`src/hw/epp_pkg.sv`:
```
// constants shared by the external parallel port
package epp_pkg;
    // configuration register indices on the config write port
    localparam logic [3:0] IDX_PORT_CFG = 4'h0;
    localparam logic [3:0] IDX_BAUD = 4'h1;
    localparam logic [3:0] IDX_FRAME = 4'h2;
    localparam logic [3:0] IDX_PROTECT = 4'h3;
    localparam logic [3:0] IDX_WINDOW = 4'h4;
    localparam logic [3:0] IDX_ADDR_MAP = 4'h5;
    localparam logic [3:0] IDX_IRQ_MASK = 4'h6;
    localparam logic [3:0] IDX_IRQ_CLEAR = 4'h7;
    localparam logic [3:0] IDX_RD_COUNT0 = 4'h8;
    localparam logic [3:0] IDX_RD_COUNT1 = 4'h9;
    localparam logic [3:0] IDX_RD_ADDR0 = 4'hA;
    localparam logic [3:0] IDX_RD_ADDR1 = 4'hB;
    localparam logic [3:0] IDX_RD_SIZE0 = 4'hC;
    localparam logic [3:0] IDX_RD_SIZE1 = 4'hD;
    // port_config_reg fields
    localparam int CFG_MODE_LSB = 0;
    localparam int CFG_GATED_BIT = 4;
    localparam int CFG_MAP_EN_BIT = 5;
    // operating modes in the mode field
    localparam logic [1:0] MODE_GP = 2'h0;
    localparam logic [1:0] MODE_SDRAM = 2'h1;
    localparam logic [1:0] MODE_HOST8 = 2'h2;
    localparam logic [1:0] MODE_HOST16 = 2'h3;
    // frame length limits in transactions
    localparam logic [4:0] FRAME_MIN = 5'h01;
    localparam logic [4:0] FRAME_MAX = 5'h1E;
    // interrupt status bits
    localparam int IRQ_NBR_DATA = 0;
    localparam int IRQ_BLOCKED = 1;
    localparam int IRQ_WF_EMPTY = 2;
    localparam int IRQ_BG_DONE = 3;
    // reset values
    localparam logic [31:0] RST_PORT_CFG = 32'h0000_0000;
    localparam logic [15:0] RST_BAUD = 16'h0000;
    localparam logic [7:0] RST_PROTECT = 8'hFF;
    typedef enum logic [1:0] {ENG_WR, ENG_RD, ENG_BG} epp_kind_t;
    typedef enum logic {ENG_IDLE, ENG_RUN} epp_state_t;
endpackage

```
`src/hw/epp_port.sv`:
```
// external parallel bus port: arbitration, protection, fifos, engine, clock and frame
//
// Contract
// - by default, primary core wins when both cores request together.
// - with a window set, secondary owns the bus; primary stalls meanwhile.
// - each chip-select space owned by primary, secondary or both; others blocked.
// - only secondary writes window settings; primary writes all other configuration.
// - accepted cycles steered to general, SDRAM or host engine by mode.
// - writes queue in a four-word fifo; stall while it is full or a blocking read is pending.
// - with read count zero, reads stall the requester until data returns.
// - nonzero read count starts background reads from read address and size.
// - background data goes into the read fifo and raises the interrupt.
// - two count/address/size sets alternate, filling while the fifo drains.
// - interrupt reaches primary core, primary dma channels 20/22, secondary core.
// - four interrupt registers: status, mask, clear and masked status.
// - addresses pass unchanged or are remapped by map setting and top bit.
// - modes are general, SDRAM, host 8-bit and host 16-bit.
// - general mode drives a frame spanning 1 to 30 transactions.
// - general mode drives a port clock set by the baud divider.
// - port clock gated to transactions or free-running, as configured.
// - mode field zero selects general-purpose mode.
`timescale 1ns/1ns
module epp_port import epp_pkg::*; #(
    parameter int WF_DEPTH = 4,
    parameter int NBR_DEPTH = 8
) (
    input wire logic mclk, // system clock
    input wire logic rst_n, // async reset, active low
    input wire logic priReq, // primary core request
    input wire logic priWr, // primary write when high
    input wire logic [31:0] priAddr, // primary address
    input wire logic [31:0] priWdata, // primary write data
    output logic priReady, // primary request taken
    output logic priRvalid, // primary read data valid
    output logic priErr, // primary access blocked
    input wire logic secReq, // secondary core request
    input wire logic secWr, // secondary write when high
    input wire logic [31:0] secAddr, // secondary address
    input wire logic [31:0] secWdata, // secondary write data
    output logic secReady, // secondary request taken
    output logic secRvalid, // secondary read data valid
    output logic secErr, // secondary access blocked
    output logic [31:0] rdData, // blocking read data
    input wire logic cfgWe, // configuration write strobe
    input wire logic cfgFromSec, // writer is the secondary core
    input wire logic [3:0] cfgIdx, // configuration register index
    input wire logic [31:0] cfgData, // configuration write data
    output logic cfgDenied, // configuration write refused
    input wire logic nbrPop, // take one word from the read fifo
    output logic [31:0] nbrData, // read fifo head
    output logic nbrValid, // read fifo not empty
    output logic [3:0] irqStatus, // sticky interrupt status
    output logic irqPrimary, // interrupt to primary core
    output logic irqSecondary, // interrupt to secondary core
    output logic dmaReq20, // primary dma read channel
    output logic dmaReq22, // primary dma write channel
    output logic gpSel, // general engine active
    output logic sdramSel, // SDRAM engine active
    output logic hostSel, // host engine active
    output logic hostWide, // host engine in 16-bit form
    output logic [31:0] extAddr, // address to pins
    output logic [31:0] extDout, // data to pins
    output logic extDoe_n, // data pins driven when low
    input wire logic [31:0] extDin, // data from pins
    output logic extRd, // read strobe
    output logic extWr, // write strobe
    output logic extFrame, // frame output
    output logic extClk // port clock output
);
    localparam int WFW = $clog2(WF_DEPTH);
    localparam int NBW = $clog2(NBR_DEPTH);

    logic [31:0] cfgR;
    logic [15:0] baudR, winLenR, winCnt_r, divCnt_r;
    logic [4:0] frameR, frameCnt_r;
    logic [7:0] protectR;
    logic [3:0] mapBaseR, irqMaskR, irqStat_r;
    logic [31:0] din1_r, din2_r, rdData_r;
    logic clk_r, rdPend_r, rdOwner_r, bgSet_r;
    logic [15:0] bgCnt_r [2];
    logic [31:0] bgAddr_r [2];
    logic [1:0] bgSize_r [2];
    logic [31:0] wfAddr [WF_DEPTH];
    logic [31:0] wfData [WF_DEPTH];
    logic [WFW-1:0] wfRd_r, wfWr_r;
    logic [WFW:0] wfCount_r;
    logic [31:0] nbrMem [NBR_DEPTH];
    logic [NBW-1:0] nbrRd_r, nbrWr_r;
    logic [NBW:0] nbrCount_r;
    logic [31:0] rdAddr_r;
    epp_state_t state_r;
    epp_kind_t kind_r;

    function automatic logic ownsCs(input logic [7:0] prot, input logic [1:0] cs,
        input logic who);
        ownsCs = prot[{cs, who}];
    endfunction

    function automatic logic [31:0] mapAddr(input logic [31:0] a, input logic en,
        input logic [3:0] base);
        mapAddr = (en && a[31]) ? {base, a[27:0]} : a;
    endfunction

    // arbitration and ownership
    wire [1:0] mode = cfgR[CFG_MODE_LSB +: 2];
    wire gated = cfgR[CFG_GATED_BIT];
    wire mapEn = cfgR[CFG_MAP_EN_BIT];
    wire winAct = winCnt_r != 16'h0000;
    wire grantSec = secReq && (winAct || !priReq);
    wire grantPri = priReq && !winAct;
    wire selWr = grantSec ? secWr : priWr;
    wire [31:0] selAddr = grantSec ? secAddr : priAddr;
    wire [31:0] selData = grantSec ? secWdata : priWdata;
    wire selOwns = ownsCs(protectR, selAddr[31:30], grantSec);
    wire wfFull = wfCount_r == (WFW+1)'(WF_DEPTH);
    wire wfEmpty = wfCount_r == '0;
    wire engIdle = state_r == ENG_IDLE;
    wire takeOk = !selOwns || (selWr ? (!wfFull && !rdPend_r)
        : (!rdPend_r && wfEmpty && engIdle));
    wire take = (grantPri || grantSec) && takeOk;
    assign priReady = take && !grantSec;
    assign secReady = take && grantSec;
    wire pushWf = take && selOwns && selWr;
    wire takeRd = take && selOwns && !selWr;

    // engine start, aligned to the falling point of the port clock
    wire tick = divCnt_r == baudR;
    wire slot = tick && clk_r;
    wire bgHave = bgCnt_r[bgSet_r] != 16'h0000;
    wire nbrFull = nbrCount_r == (NBW+1)'(NBR_DEPTH);
    wire startWr = engIdle && slot && !wfEmpty;
    wire startRd = engIdle && slot && wfEmpty && rdPend_r;
    wire startBg = engIdle && slot && wfEmpty && !rdPend_r && bgHave && !nbrFull;
    wire start = startWr || startRd || startBg;
    wire done = !engIdle && slot;
    wire pushNbr = done && kind_r == ENG_BG;
    wire popNbr = nbrPop && nbrCount_r != '0;
    wire clkNxt = tick ? !clk_r : clk_r;
    wire [31:0] bgStep = 32'h0000_0001 << bgSize_r[bgSet_r];
    wire other = !bgSet_r;

    // configuration: window is the secondary's, everything else the primary's
    wire winWe = cfgWe && cfgIdx == IDX_WINDOW && cfgFromSec;
    wire priWe = cfgWe && cfgIdx != IDX_WINDOW && !cfgFromSec;
    function automatic logic bgHaveOther();
        bgHaveOther = bgCnt_r[!bgSet_r] != 16'h0000;
    endfunction

    wire [3:0] irqClr = (priWe && cfgIdx == IDX_IRQ_CLEAR) ? cfgData[3:0] : 4'h0;
    wire [3:0] irqSet = {startBg && bgCnt_r[bgSet_r] == 16'h0001 && !bgHaveOther(),
        startWr && wfCount_r == (WFW+1)'(1), take && !selOwns, pushNbr};

    always_ff @(posedge mclk or negedge rst_n) begin
        if (!rst_n) begin
            cfgR <= RST_PORT_CFG;
            baudR <= RST_BAUD;
            frameR <= FRAME_MIN;
            protectR <= RST_PROTECT;
            mapBaseR <= 4'h0;
            irqMaskR <= 4'h0;
            winLenR <= 16'h0000;
            cfgDenied <= 1'b0;
        end else begin
            cfgDenied <= cfgWe && !winWe && !priWe;
            if (winWe) winLenR <= cfgData[15:0];
            if (priWe && cfgIdx == IDX_PORT_CFG) cfgR <= cfgData;
            if (priWe && cfgIdx == IDX_BAUD) baudR <= cfgData[15:0];
            if (priWe && cfgIdx == IDX_FRAME) frameR <= cfgData[4:0];
            if (priWe && cfgIdx == IDX_PROTECT) protectR <= cfgData[7:0];
            if (priWe && cfgIdx == IDX_ADDR_MAP) mapBaseR <= cfgData[3:0];
            if (priWe && cfgIdx == IDX_IRQ_MASK) irqMaskR <= cfgData[3:0];
        end
    end

    // window opens when the secondary is granted and runs its full length
    always_ff @(posedge mclk or negedge rst_n) begin
        if (!rst_n) winCnt_r <= 16'h0000;
        else if (winAct) winCnt_r <= winCnt_r - 16'h0001;
        else if (grantSec && take && winLenR != 16'h0000) winCnt_r <= winLenR;
    end

    // write fifo
    always_ff @(posedge mclk or negedge rst_n) begin
        if (!rst_n) begin
            wfRd_r <= '0;
            wfWr_r <= '0;
            wfCount_r <= '0;
        end else begin
            if (pushWf) wfWr_r <= wfWr_r + 1'b1;
            if (startWr) wfRd_r <= wfRd_r + 1'b1;
            wfCount_r <= wfCount_r + (WFW+1)'(pushWf) - (WFW+1)'(startWr);
        end
    end

    always_ff @(posedge mclk) begin
        if (pushWf) begin
            wfAddr[wfWr_r] <= mapAddr(selAddr, mapEn, mapBaseR);
            wfData[wfWr_r] <= selData;
        end
        if (pushNbr) nbrMem[nbrWr_r] <= din2_r;
    end

    // background read sets, ping-pong between set 0 and set 1
    generate
        for (genvar s = 0; s < 2; s++) begin : g_bg
            wire ld = priWe && cfgIdx == (s == 0 ? IDX_RD_COUNT0 : IDX_RD_COUNT1);
            always_ff @(posedge mclk or negedge rst_n) begin
                if (!rst_n) begin
                    bgCnt_r[s] <= 16'h0000;
                    bgAddr_r[s] <= 32'h0000_0000;
                    bgSize_r[s] <= 2'h0;
                end else begin
                    if (ld) bgCnt_r[s] <= cfgData[15:0];
                    else if (startBg && bgSet_r == 1'(s)) bgCnt_r[s] <= bgCnt_r[s] - 16'h0001;
                    if (priWe && cfgIdx == (s == 0 ? IDX_RD_ADDR0 : IDX_RD_ADDR1))
                        bgAddr_r[s] <= cfgData;
                    else if (startBg && bgSet_r == 1'(s)) bgAddr_r[s] <= bgAddr_r[s] + bgStep;
                    if (priWe && cfgIdx == (s == 0 ? IDX_RD_SIZE0 : IDX_RD_SIZE1))
                        bgSize_r[s] <= cfgData[1:0];
                end
            end
        end
    endgenerate

    always_ff @(posedge mclk or negedge rst_n) begin
        if (!rst_n) bgSet_r <= 1'b0;
        else if (!bgHave && bgCnt_r[other] != 16'h0000 && engIdle) bgSet_r <= other;
    end

    // read fifo
    always_ff @(posedge mclk or negedge rst_n) begin
        if (!rst_n) begin
            nbrRd_r <= '0;
            nbrWr_r <= '0;
            nbrCount_r <= '0;
        end else begin
            if (pushNbr) nbrWr_r <= nbrWr_r + 1'b1;
            if (popNbr) nbrRd_r <= nbrRd_r + 1'b1;
            nbrCount_r <= nbrCount_r + (NBW+1)'(pushNbr) - (NBW+1)'(popNbr);
        end
    end
    assign nbrData = nbrMem[nbrRd_r];
    assign nbrValid = nbrCount_r != '0;

    // pin data synchroniser; only the second stage is read
    always_ff @(posedge mclk or negedge rst_n) begin
        if (!rst_n) begin
            din1_r <= 32'h0000_0000;
            din2_r <= 32'h0000_0000;
        end else begin
            din1_r <= extDin;
            din2_r <= din1_r;
        end
    end

    // blocking read bookkeeping
    always_ff @(posedge mclk or negedge rst_n) begin
        if (!rst_n) begin
            rdPend_r <= 1'b0;
            rdOwner_r <= 1'b0;
            rdAddr_r <= 32'h0000_0000;
            rdData_r <= 32'h0000_0000;
            priRvalid <= 1'b0;
            secRvalid <= 1'b0;
            priErr <= 1'b0;
            secErr <= 1'b0;
        end else begin
            priRvalid <= 1'b0;
            secRvalid <= 1'b0;
            priErr <= take && !selOwns && !grantSec;
            secErr <= take && !selOwns && grantSec;
            if (takeRd) begin
                rdPend_r <= 1'b1;
                rdOwner_r <= grantSec;
                rdAddr_r <= mapAddr(selAddr, mapEn, mapBaseR);
            end else if (done && kind_r == ENG_RD) begin
                rdPend_r <= 1'b0;
                rdData_r <= din2_r;
                priRvalid <= !rdOwner_r;
                secRvalid <= rdOwner_r;
            end
        end
    end
    assign rdData = rdData_r;

    // engine: each transaction lasts one port clock period, so at most one every two periods
    always_ff @(posedge mclk or negedge rst_n) begin
        if (!rst_n) begin
            state_r <= ENG_IDLE;
            kind_r <= ENG_WR;
            extAddr <= 32'h0000_0000;
            extDout <= 32'h0000_0000;
            extDoe_n <= 1'b1;
        end else begin
            case (state_r)
                ENG_IDLE: begin
                    if (start) begin
                        state_r <= ENG_RUN;
                        kind_r <= startWr ? ENG_WR : (startRd ? ENG_RD : ENG_BG);
                        extAddr <= startWr ? wfAddr[wfRd_r] : (startRd ? rdAddr_r
                            : mapAddr(bgAddr_r[bgSet_r], mapEn, mapBaseR));
                        extDout <= wfData[wfRd_r];
                        extDoe_n <= !startWr;
                    end
                end
                ENG_RUN: begin
                    if (done) begin
                        state_r <= ENG_IDLE;
                        extDoe_n <= 1'b1;
                    end
                end
                default: state_r <= ENG_IDLE;
            endcase
        end
    end
    assign extRd = !engIdle && kind_r != ENG_WR;
    assign extWr = !engIdle && kind_r == ENG_WR;
    assign gpSel = !engIdle && mode == MODE_GP;
    assign sdramSel = !engIdle && mode == MODE_SDRAM;
    assign hostSel = !engIdle && (mode == MODE_HOST8 || mode == MODE_HOST16);
    assign hostWide = mode == MODE_HOST16;

    // baud divider, port clock and frame; the clock runs only in general mode
    wire [4:0] frameLen = frameR < FRAME_MIN ? FRAME_MIN
        : (frameR > FRAME_MAX ? FRAME_MAX : frameR);
    always_ff @(posedge mclk or negedge rst_n) begin
        if (!rst_n) begin
            divCnt_r <= 16'h0000;
            clk_r <= 1'b0;
            extClk <= 1'b0;
            frameCnt_r <= 5'h00;
            extFrame <= 1'b0;
        end else begin
            divCnt_r <= tick ? 16'h0000 : divCnt_r + 16'h0001;
            clk_r <= clkNxt;
            extClk <= mode == MODE_GP && (!gated || !engIdle || start) && clkNxt;
            if (start && frameCnt_r == 5'h00 && mode == MODE_GP) frameCnt_r <= frameLen;
            else if (done && frameCnt_r != 5'h00) frameCnt_r <= frameCnt_r - 5'h01;
            extFrame <= (start && mode == MODE_GP) || (frameCnt_r != 5'h00 && !(done
                && frameCnt_r == 5'h01));
        end
    end

    // interrupt: a set in the clearing cycle wins
    wire [3:0] irqMasked = irqStat_r & irqMaskR;
    always_ff @(posedge mclk or negedge rst_n) begin
        if (!rst_n) begin
            irqStat_r <= 4'h0;
            irqPrimary <= 1'b0;
            irqSecondary <= 1'b0;
            dmaReq20 <= 1'b0;
            dmaReq22 <= 1'b0;
        end else begin
            irqStat_r <= (irqStat_r & ~irqClr) | irqSet;
            irqPrimary <= |irqMasked;
            irqSecondary <= |irqMasked;
            dmaReq20 <= irqMasked[IRQ_NBR_DATA] && nbrValid;
            dmaReq22 <= irqMasked[IRQ_WF_EMPTY] && !wfFull;
        end
    end
    assign irqStatus = irqStat_r;

    // checks
    a_pri_wins: assert property (@(posedge mclk) disable iff (!rst_n)
        priReq && secReq && !winAct |-> !secReady) else $error("secondary beat primary");
    a_window_stall: assert property (@(posedge mclk) disable iff (!rst_n)
        winAct |-> !priReady) else $error("primary taken in window");
    a_owner_block: assert property (@(posedge mclk) disable iff (!rst_n)
        priReady && !ownsCs(protectR, priAddr[31:30], 1'b0) |-> !pushWf ##1 priErr)
        else $error("unowned access not blocked");
    a_cfg_owner: assert property (@(posedge mclk) disable iff (!rst_n)
        cfgWe && cfgFromSec && cfgIdx == IDX_PORT_CFG |=> $stable(cfgR) && cfgDenied)
        else $error("secondary changed port config");
    a_steer_mode: assert property (@(posedge mclk) disable iff (!rst_n)
        extRd || extWr |-> $onehot({gpSel, sdramSel, hostSel})) else $error("bad steering");
    a_wfifo_full: assert property (@(posedge mclk) disable iff (!rst_n)
        wfFull |-> !((priReady && priWr) || (secReady && secWr))) else $error("write overrun");
    a_read_stall: assert property (@(posedge mclk) disable iff (!rst_n)
        rdPend_r |-> !((priReady && !priWr) || (secReady && !secWr)))
        else $error("second read taken");
    a_read_drain: assert property (@(posedge mclk) disable iff (!rst_n)
        $rose(extRd) |-> $past(wfEmpty)) else $error("read passed queued write");
    a_bg_push: assert property (@(posedge mclk) disable iff (!rst_n)
        pushNbr && !popNbr |=> nbrCount_r == $past(nbrCount_r) + 1'b1 && irqStat_r[IRQ_NBR_DATA])
        else $error("background word lost");
    a_frame_len: assert property (@(posedge mclk) disable iff (!rst_n)
        frameCnt_r <= FRAME_MAX) else $error("frame too long");
    a_clk_gated: assert property (@(posedge mclk) disable iff (!rst_n)
        gated && engIdle && $past(engIdle) && !$past(start) |-> !extClk)
        else $error("gated clock ran idle");
    c_write: cover property (@(posedge mclk) disable iff (!rst_n) pushWf ##[1:64] extWr);
    c_block_read: cover property (@(posedge mclk) disable iff (!rst_n) takeRd ##[1:64] priRvalid);
    c_bg_read: cover property (@(posedge mclk) disable iff (!rst_n) pushNbr ##[1:64] nbrPop);
    c_window: cover property (@(posedge mclk) disable iff (!rst_n) winAct && priReq);
endmodule
```
`config.mk`:
```
export PLATFORM = sky130hd
export DESIGN_NAME = epp_port
export DESIGN_NICKNAME = d
export VERILOG_FILES = /design/src/hw/epp_pkg.sv /design/src/hw/epp_port.sv
export SDC_FILE = /design/constraint.sdc
export NUM_CORES = 1
export LEC_CHECK = 0
export ABC_CLOCK_PERIOD_IN_PS = 10960
export BUFFER_PORTS_ARGS = -buffer_cell sky130_fd_sc_hd__buf_2
export CORE_MARGIN = 1.5
export CORE_UTILIZATION = 41
export DETAILED_ROUTE_END_ITERATION = 10
export PLACE_DENSITY_LB_ADDON = 0.25
export SLEW_MARGIN = 20
export SYNTH_ARGS = -nofsm -noshare
export SYNTH_HDL_FRONTEND = slang
export SYNTH_SLANG_ARGS = --single-unit
```
`constraint.sdc`:
```
create_clock -name mclk -period 10.96 [get_ports mclk]
set_clock_uncertainty 0.1 [all_clocks]
set_input_delay 1.096 -clock mclk [delete_from_list [all_inputs] [get_ports mclk]]
set_output_delay 1.096 -clock mclk [all_outputs]
set_load 0.1 [all_outputs]
```
==> out/results.tsv <==
stage	metric	value	unit
status	status	finished, final reports clean	
clock_network	CTS tree	built	
logic_synthesis	syn nets	2932	
clock_network	clk_lat worst skew	0.69	ns
route	initial DRC count	1768	
timing	Max Slew Vio Count	0	
route	vias per cell	5.35	
cells_and_area	Syn-to-layout area delta	17.0	%
logic_synthesis	Yosys cell types	76	
timing	worst rel slew slack	19.7	%
cells_and_area	Util after Layout	48.7	%
worst_hold_path	hold path start	din1_r[28]	
worst_setup_path	Slowest Stage Delay on Critical Path	0.72	ns
place	RePlAce Congestion	0.874	
clock_network	CTS Buf Count	98	
floorplanning	io pins	358	
cells_and_area	Final Net Count	3309	
timing	Setup-failing EPs final	0	
logic_synthesis	Synth Area in XOR/XNOR	3.17	%
logic_synthesis	complex-gate fraction of the synthesized area	4.23	%
logic_synthesis	Seq cells post-synth	937	
worst_setup_path	critical path arrival	5.36	ns
place	Setup WS pre-CTS	5.80	ns
cells_and_area	share of cells above drive strength 1	29.1	%
cells_and_area	# fillers	8007	
timing	Setup WS post-layout	5.80	ns
worst_hold_path	Hold Path End	din2_r[28]	
grt	gr ovfl total	0	
floorplanning	FP Rows	112	
worst_hold_path	hold path cells	0	
timing	Tcrit/Tclk final	47.1	%
logic_synthesis	cell area after synthesis	39000	µm²
worst_setup_path	CP Launch Type	register	
route	DR pass1 iterations	6	
flow_run	max_cap viols	0	
clock_network	Root Buffer	clkbuf_16	
logic_synthesis	Ys Warns	0	
worst_setup_path	Crit-path slowest cell	buf_4	
place	# port buffers	357	
logic_synthesis	top_reg_cell synth	edfxtp_1	
timing	max frequency	194	MHz
logic_synthesis	fraction of the mapped netlist area in adder cells	1.17	%
grt	first-pass GRT wire length	152	mm
floorplanning	DIE WIDTH	311	µm
logic_synthesis	Post-synth ARST share	45.4	%
worst_setup_path	cells along the critical path	inv_1, ha_1, nor4b_1, nand2_1, o21ai_4, buf_4, o21ai_1, nor3_2, and2_2, buf_4	
route	Total Wirelength	98.7	mm
floorplanning	Chip Height	311	µm
clock_network	clk slew on worst S/H paths	0.06	ns
floorplanning	core area	93700	µm²
clock_network	H-tree depth	3	
grt	vias in the first global route	24765	
worst_setup_path	Reg2Reg Capture Point	wfData[3][8]	
logic_synthesis	synthesized area per cell	14.5	µm²
worst_setup_path	reg-to-reg setup timing slack	5.80	ns
clock_network	# hold bufs at CTS	0	
floorplanning	full die area	96900	µm²
worst_setup_path	reg2reg start	winCnt_r[0]	
clock_network	clock sink count	937	
route	wire per inst	22.4	µm
timing	unrepaired setup endpoints after global routing	false	
timing	Worst Max-Slew Pin Slew	1.20	ns
pwr	worst vdd ir	0.000277	V
worst_setup_path	CP dominant cell by count	buf_4	
worst_setup_path	crit path max fanout	71	
worst_setup_path	cell count of the worst reg-to-reg path	10	
floorplanning	Initial Utilization	41.6	%
timing	TNS Setup	0	ns
grt	initial antenna violation count	7	
timing	final hold vios	0	
worst_setup_path	type of the worst setup path	register to register	
timing	fin crit period	5.16	ns
place	DPL Wire Length	64.1	mm
pwr	power per cell area	254	nW/µm²
logic_synthesis	sequential area share after synthesis	66.8	%
route	post-route ant nets	0	
grt	largest net degree at the start of global routing	111	
worst_setup_path	Critical Path RT	11.16	ns
logic_synthesis	multiplexer area fraction after synthesis	13.8	%
logic_synthesis	largest family of logic cells by synthesized area	multiplexers	
worst_hold_path	Hold Crit Class	register to register	
clock_network	CTS Buffer Depth	3	
grt	All-Layer GR Usage	20.5	%
worst_setup_path	CP endpoint kind	register	
logic_synthesis	Post-synth EDFFs	512	
pwr	Static Leakage	17.3	nW
logic_synthesis	Post-Synth Simple-Gate Area	9.10	%
logic_synthesis	Mapped Cells	2693	
route	routed vias	23587	
clock_network	# Post-CTS Setup Buffers	0	
clock_network	post-CTS sizing	0	
route	DRC viols	0	
-- how the worst max path moves through the flow --
| stage | from | end | slack, ns | depth (start not counted) |
|---|---|---|---|---|
| floorplan | divCnt_r[3] | nbrMem[0][0] | 5.57 | 10 |
| global placement | divCnt_r[2] | extDout[14] | 5.96 | 11 |
| detailed placement | winCnt_r[0] | wfData[3][20] | 5.80 | 10 |
| CTS | winCnt_r[0] | wfData[3][9] | 5.76 | 10 |
| global route | winCnt_r[0] | wfData[3][9] | 5.39 | 10 |
| finish | winCnt_r[0] | wfData[3][8] | 5.80 | 10 |
-- state kept, by name, summed over array words and instances, names as in the netlist, 8 cells and up --
name and flops:
rdData 32, rdAddr_r 32, winCnt_r 16, bgCnt_r 32, extAddr 32, wfAddr 128, divCnt_r 16, protectR 8
extDout 32, din2_r 32, bgAddr_r 64, din1_r 32, nbrMem 256, winLenR 16, baudR 16, wfData 128
-- per-layer routing --
metal  vias to the layer above  global-route usage, %  part of all wire [%]
met5                         -                      0                 0.033
met4                         4                   7.02                   2.8
met3                       138                   3.97                   6.2
met2                       702                   33.3                    48
met1                     12083                   27.7                    43
li1                      10660                      -                     -
-- per-stage QoR --
step / hold slack, ns / area, µm² / total power, mW / std cells
floorplan: 0.231 / 39000 / 7.41 / 2693
global placement: 0.234 / 42200 / 8.20 / 4223
detailed placement: 0.235 / 42200 / 8.27 / 4223
CTS: 0.245 / 45600 / 11.7 / 4407
global route: 0.254 / 45600 / 12.0 / 4411
finish: 0.244 / 45600 / 11.6 / 4411
-- cell type report --
type | instances | area (µm²) | area share [%]
sequential | 937 | 26000 | 57.1
multi-input combinational | 1585 | 12400 | 27.1
clock buffer | 143 | 2800 | 6.13
timing repair buffer | 396 | 2090 | 4.59
tap | 1254 | 1570 | 3.44
clock inverter | 41 | 552 | 1.21
inverter | 52 | 195 | 0.428
antenna | 3 | 7.51 | 0.0165
-- cell usage after synthesis, drive strengths merged, types with 27 or more instances --
master | n | area, µm²
nand4 | 28 | 175
a21oi | 105 | 526
mux2 | 188 | 2120
nor4 | 35 | 240
ha | 30 | 375
xnor2 | 106 | 928
xor2 | 35 | 307
clkbuf | 92 | 345
o21ai | 70 | 358
buf | 27 | 141
mux4 | 130 | 2930
a31oi | 30 | 188
edfxtp | 512 | 15400
nor3 | 58 | 312
dfrtp | 415 | 10400
nand3 | 30 | 150
inv | 52 | 195
mux2i | 34 | 340
nor2 | 200 | 751
nand2 | 347 | 1300
-- kinds of logic after synthesis --
kind of cell / count (synthesis)
XOR/XNOR: 141
AND/OR/NAND/NOR: 784
flip-flops: 937
adder cells (fa/ha/maj): 34
multiplexers: 352
buffers and inverters: 171
AO/OA/AOI/OAI: 274
-- power breakdown --
group | switching (mW) | leakage [nW] | internal, mW
Clock | 1.41 | 1.64 | 1.98
Sequential | 0.413 | 9.65 | 4.14
Combinational | 2.66 | 6.01 | 0.963
Total | 4.48 | 17.3 | 7.09
-- critical path: cells and delay by family, from the launching register on --
kind	cells	cell delay, ns
buffers and inverters	3	1.56
flip-flops	1	0.40
AO/OA/AOI/OAI	2	0.55
adder cells (fa/ha/maj)	1	0.17
AND/OR/NAND/NOR	4	1.97
-- placed cells by master (no fill, tap or decap), types with 6 or more instances in the layout --
| cell | Yosys | layout |
|---|---|---|
| edfxtp_1 | 512 | 512 |
| dfrtp_1 | 415 | 410 |
| buf_2 | 11 | 356 |
| nand2_1 | 347 | 346 |
| nor2_1 | 200 | 193 |
| mux2_2 | 184 | 184 |
| mux4_2 | 130 | 130 |
| xnor2_1 | 106 | 106 |
| a21oi_1 | 105 | 104 |
| clkbuf_16 | 0 | 100 |
| o21ai_0 | 63 | 63 |
| nor3_1 | 55 | 53 |
| inv_1 | 52 | 52 |
| buf_4 | 1 | 38 |
| xor2_1 | 35 | 35 |
| mux2i_1 | 34 | 34 |
| nor4_1 | 33 | 32 |
| nand3_1 | 30 | 30 |
| a31oi_1 | 30 | 30 |
| ha_1 | 30 | 30 |
| clkbuf_1 | 92 | 29 |
| nand4_1 | 28 | 28 |
| clkinv_2 | 0 | 20 |
| clkbuf_8 | 0 | 13 |
| and2_1 | 16 | 12 |
| nor2b_1 | 12 | 11 |
| nor3b_1 | 11 | 11 |
| o2bb2ai_1 | 10 | 10 |
| dfstp_2 | 10 | 10 |
| nand2b_1 | 10 | 9 |
| or3_1 | 9 | 9 |
| bufinv_16 | 0 | 8 |
| nor2_2 | 0 | 7 |
| or4_1 | 6 | 6 |
| o211ai_1 | 6 | 6 |
Power figures use the tool's default switching activity.
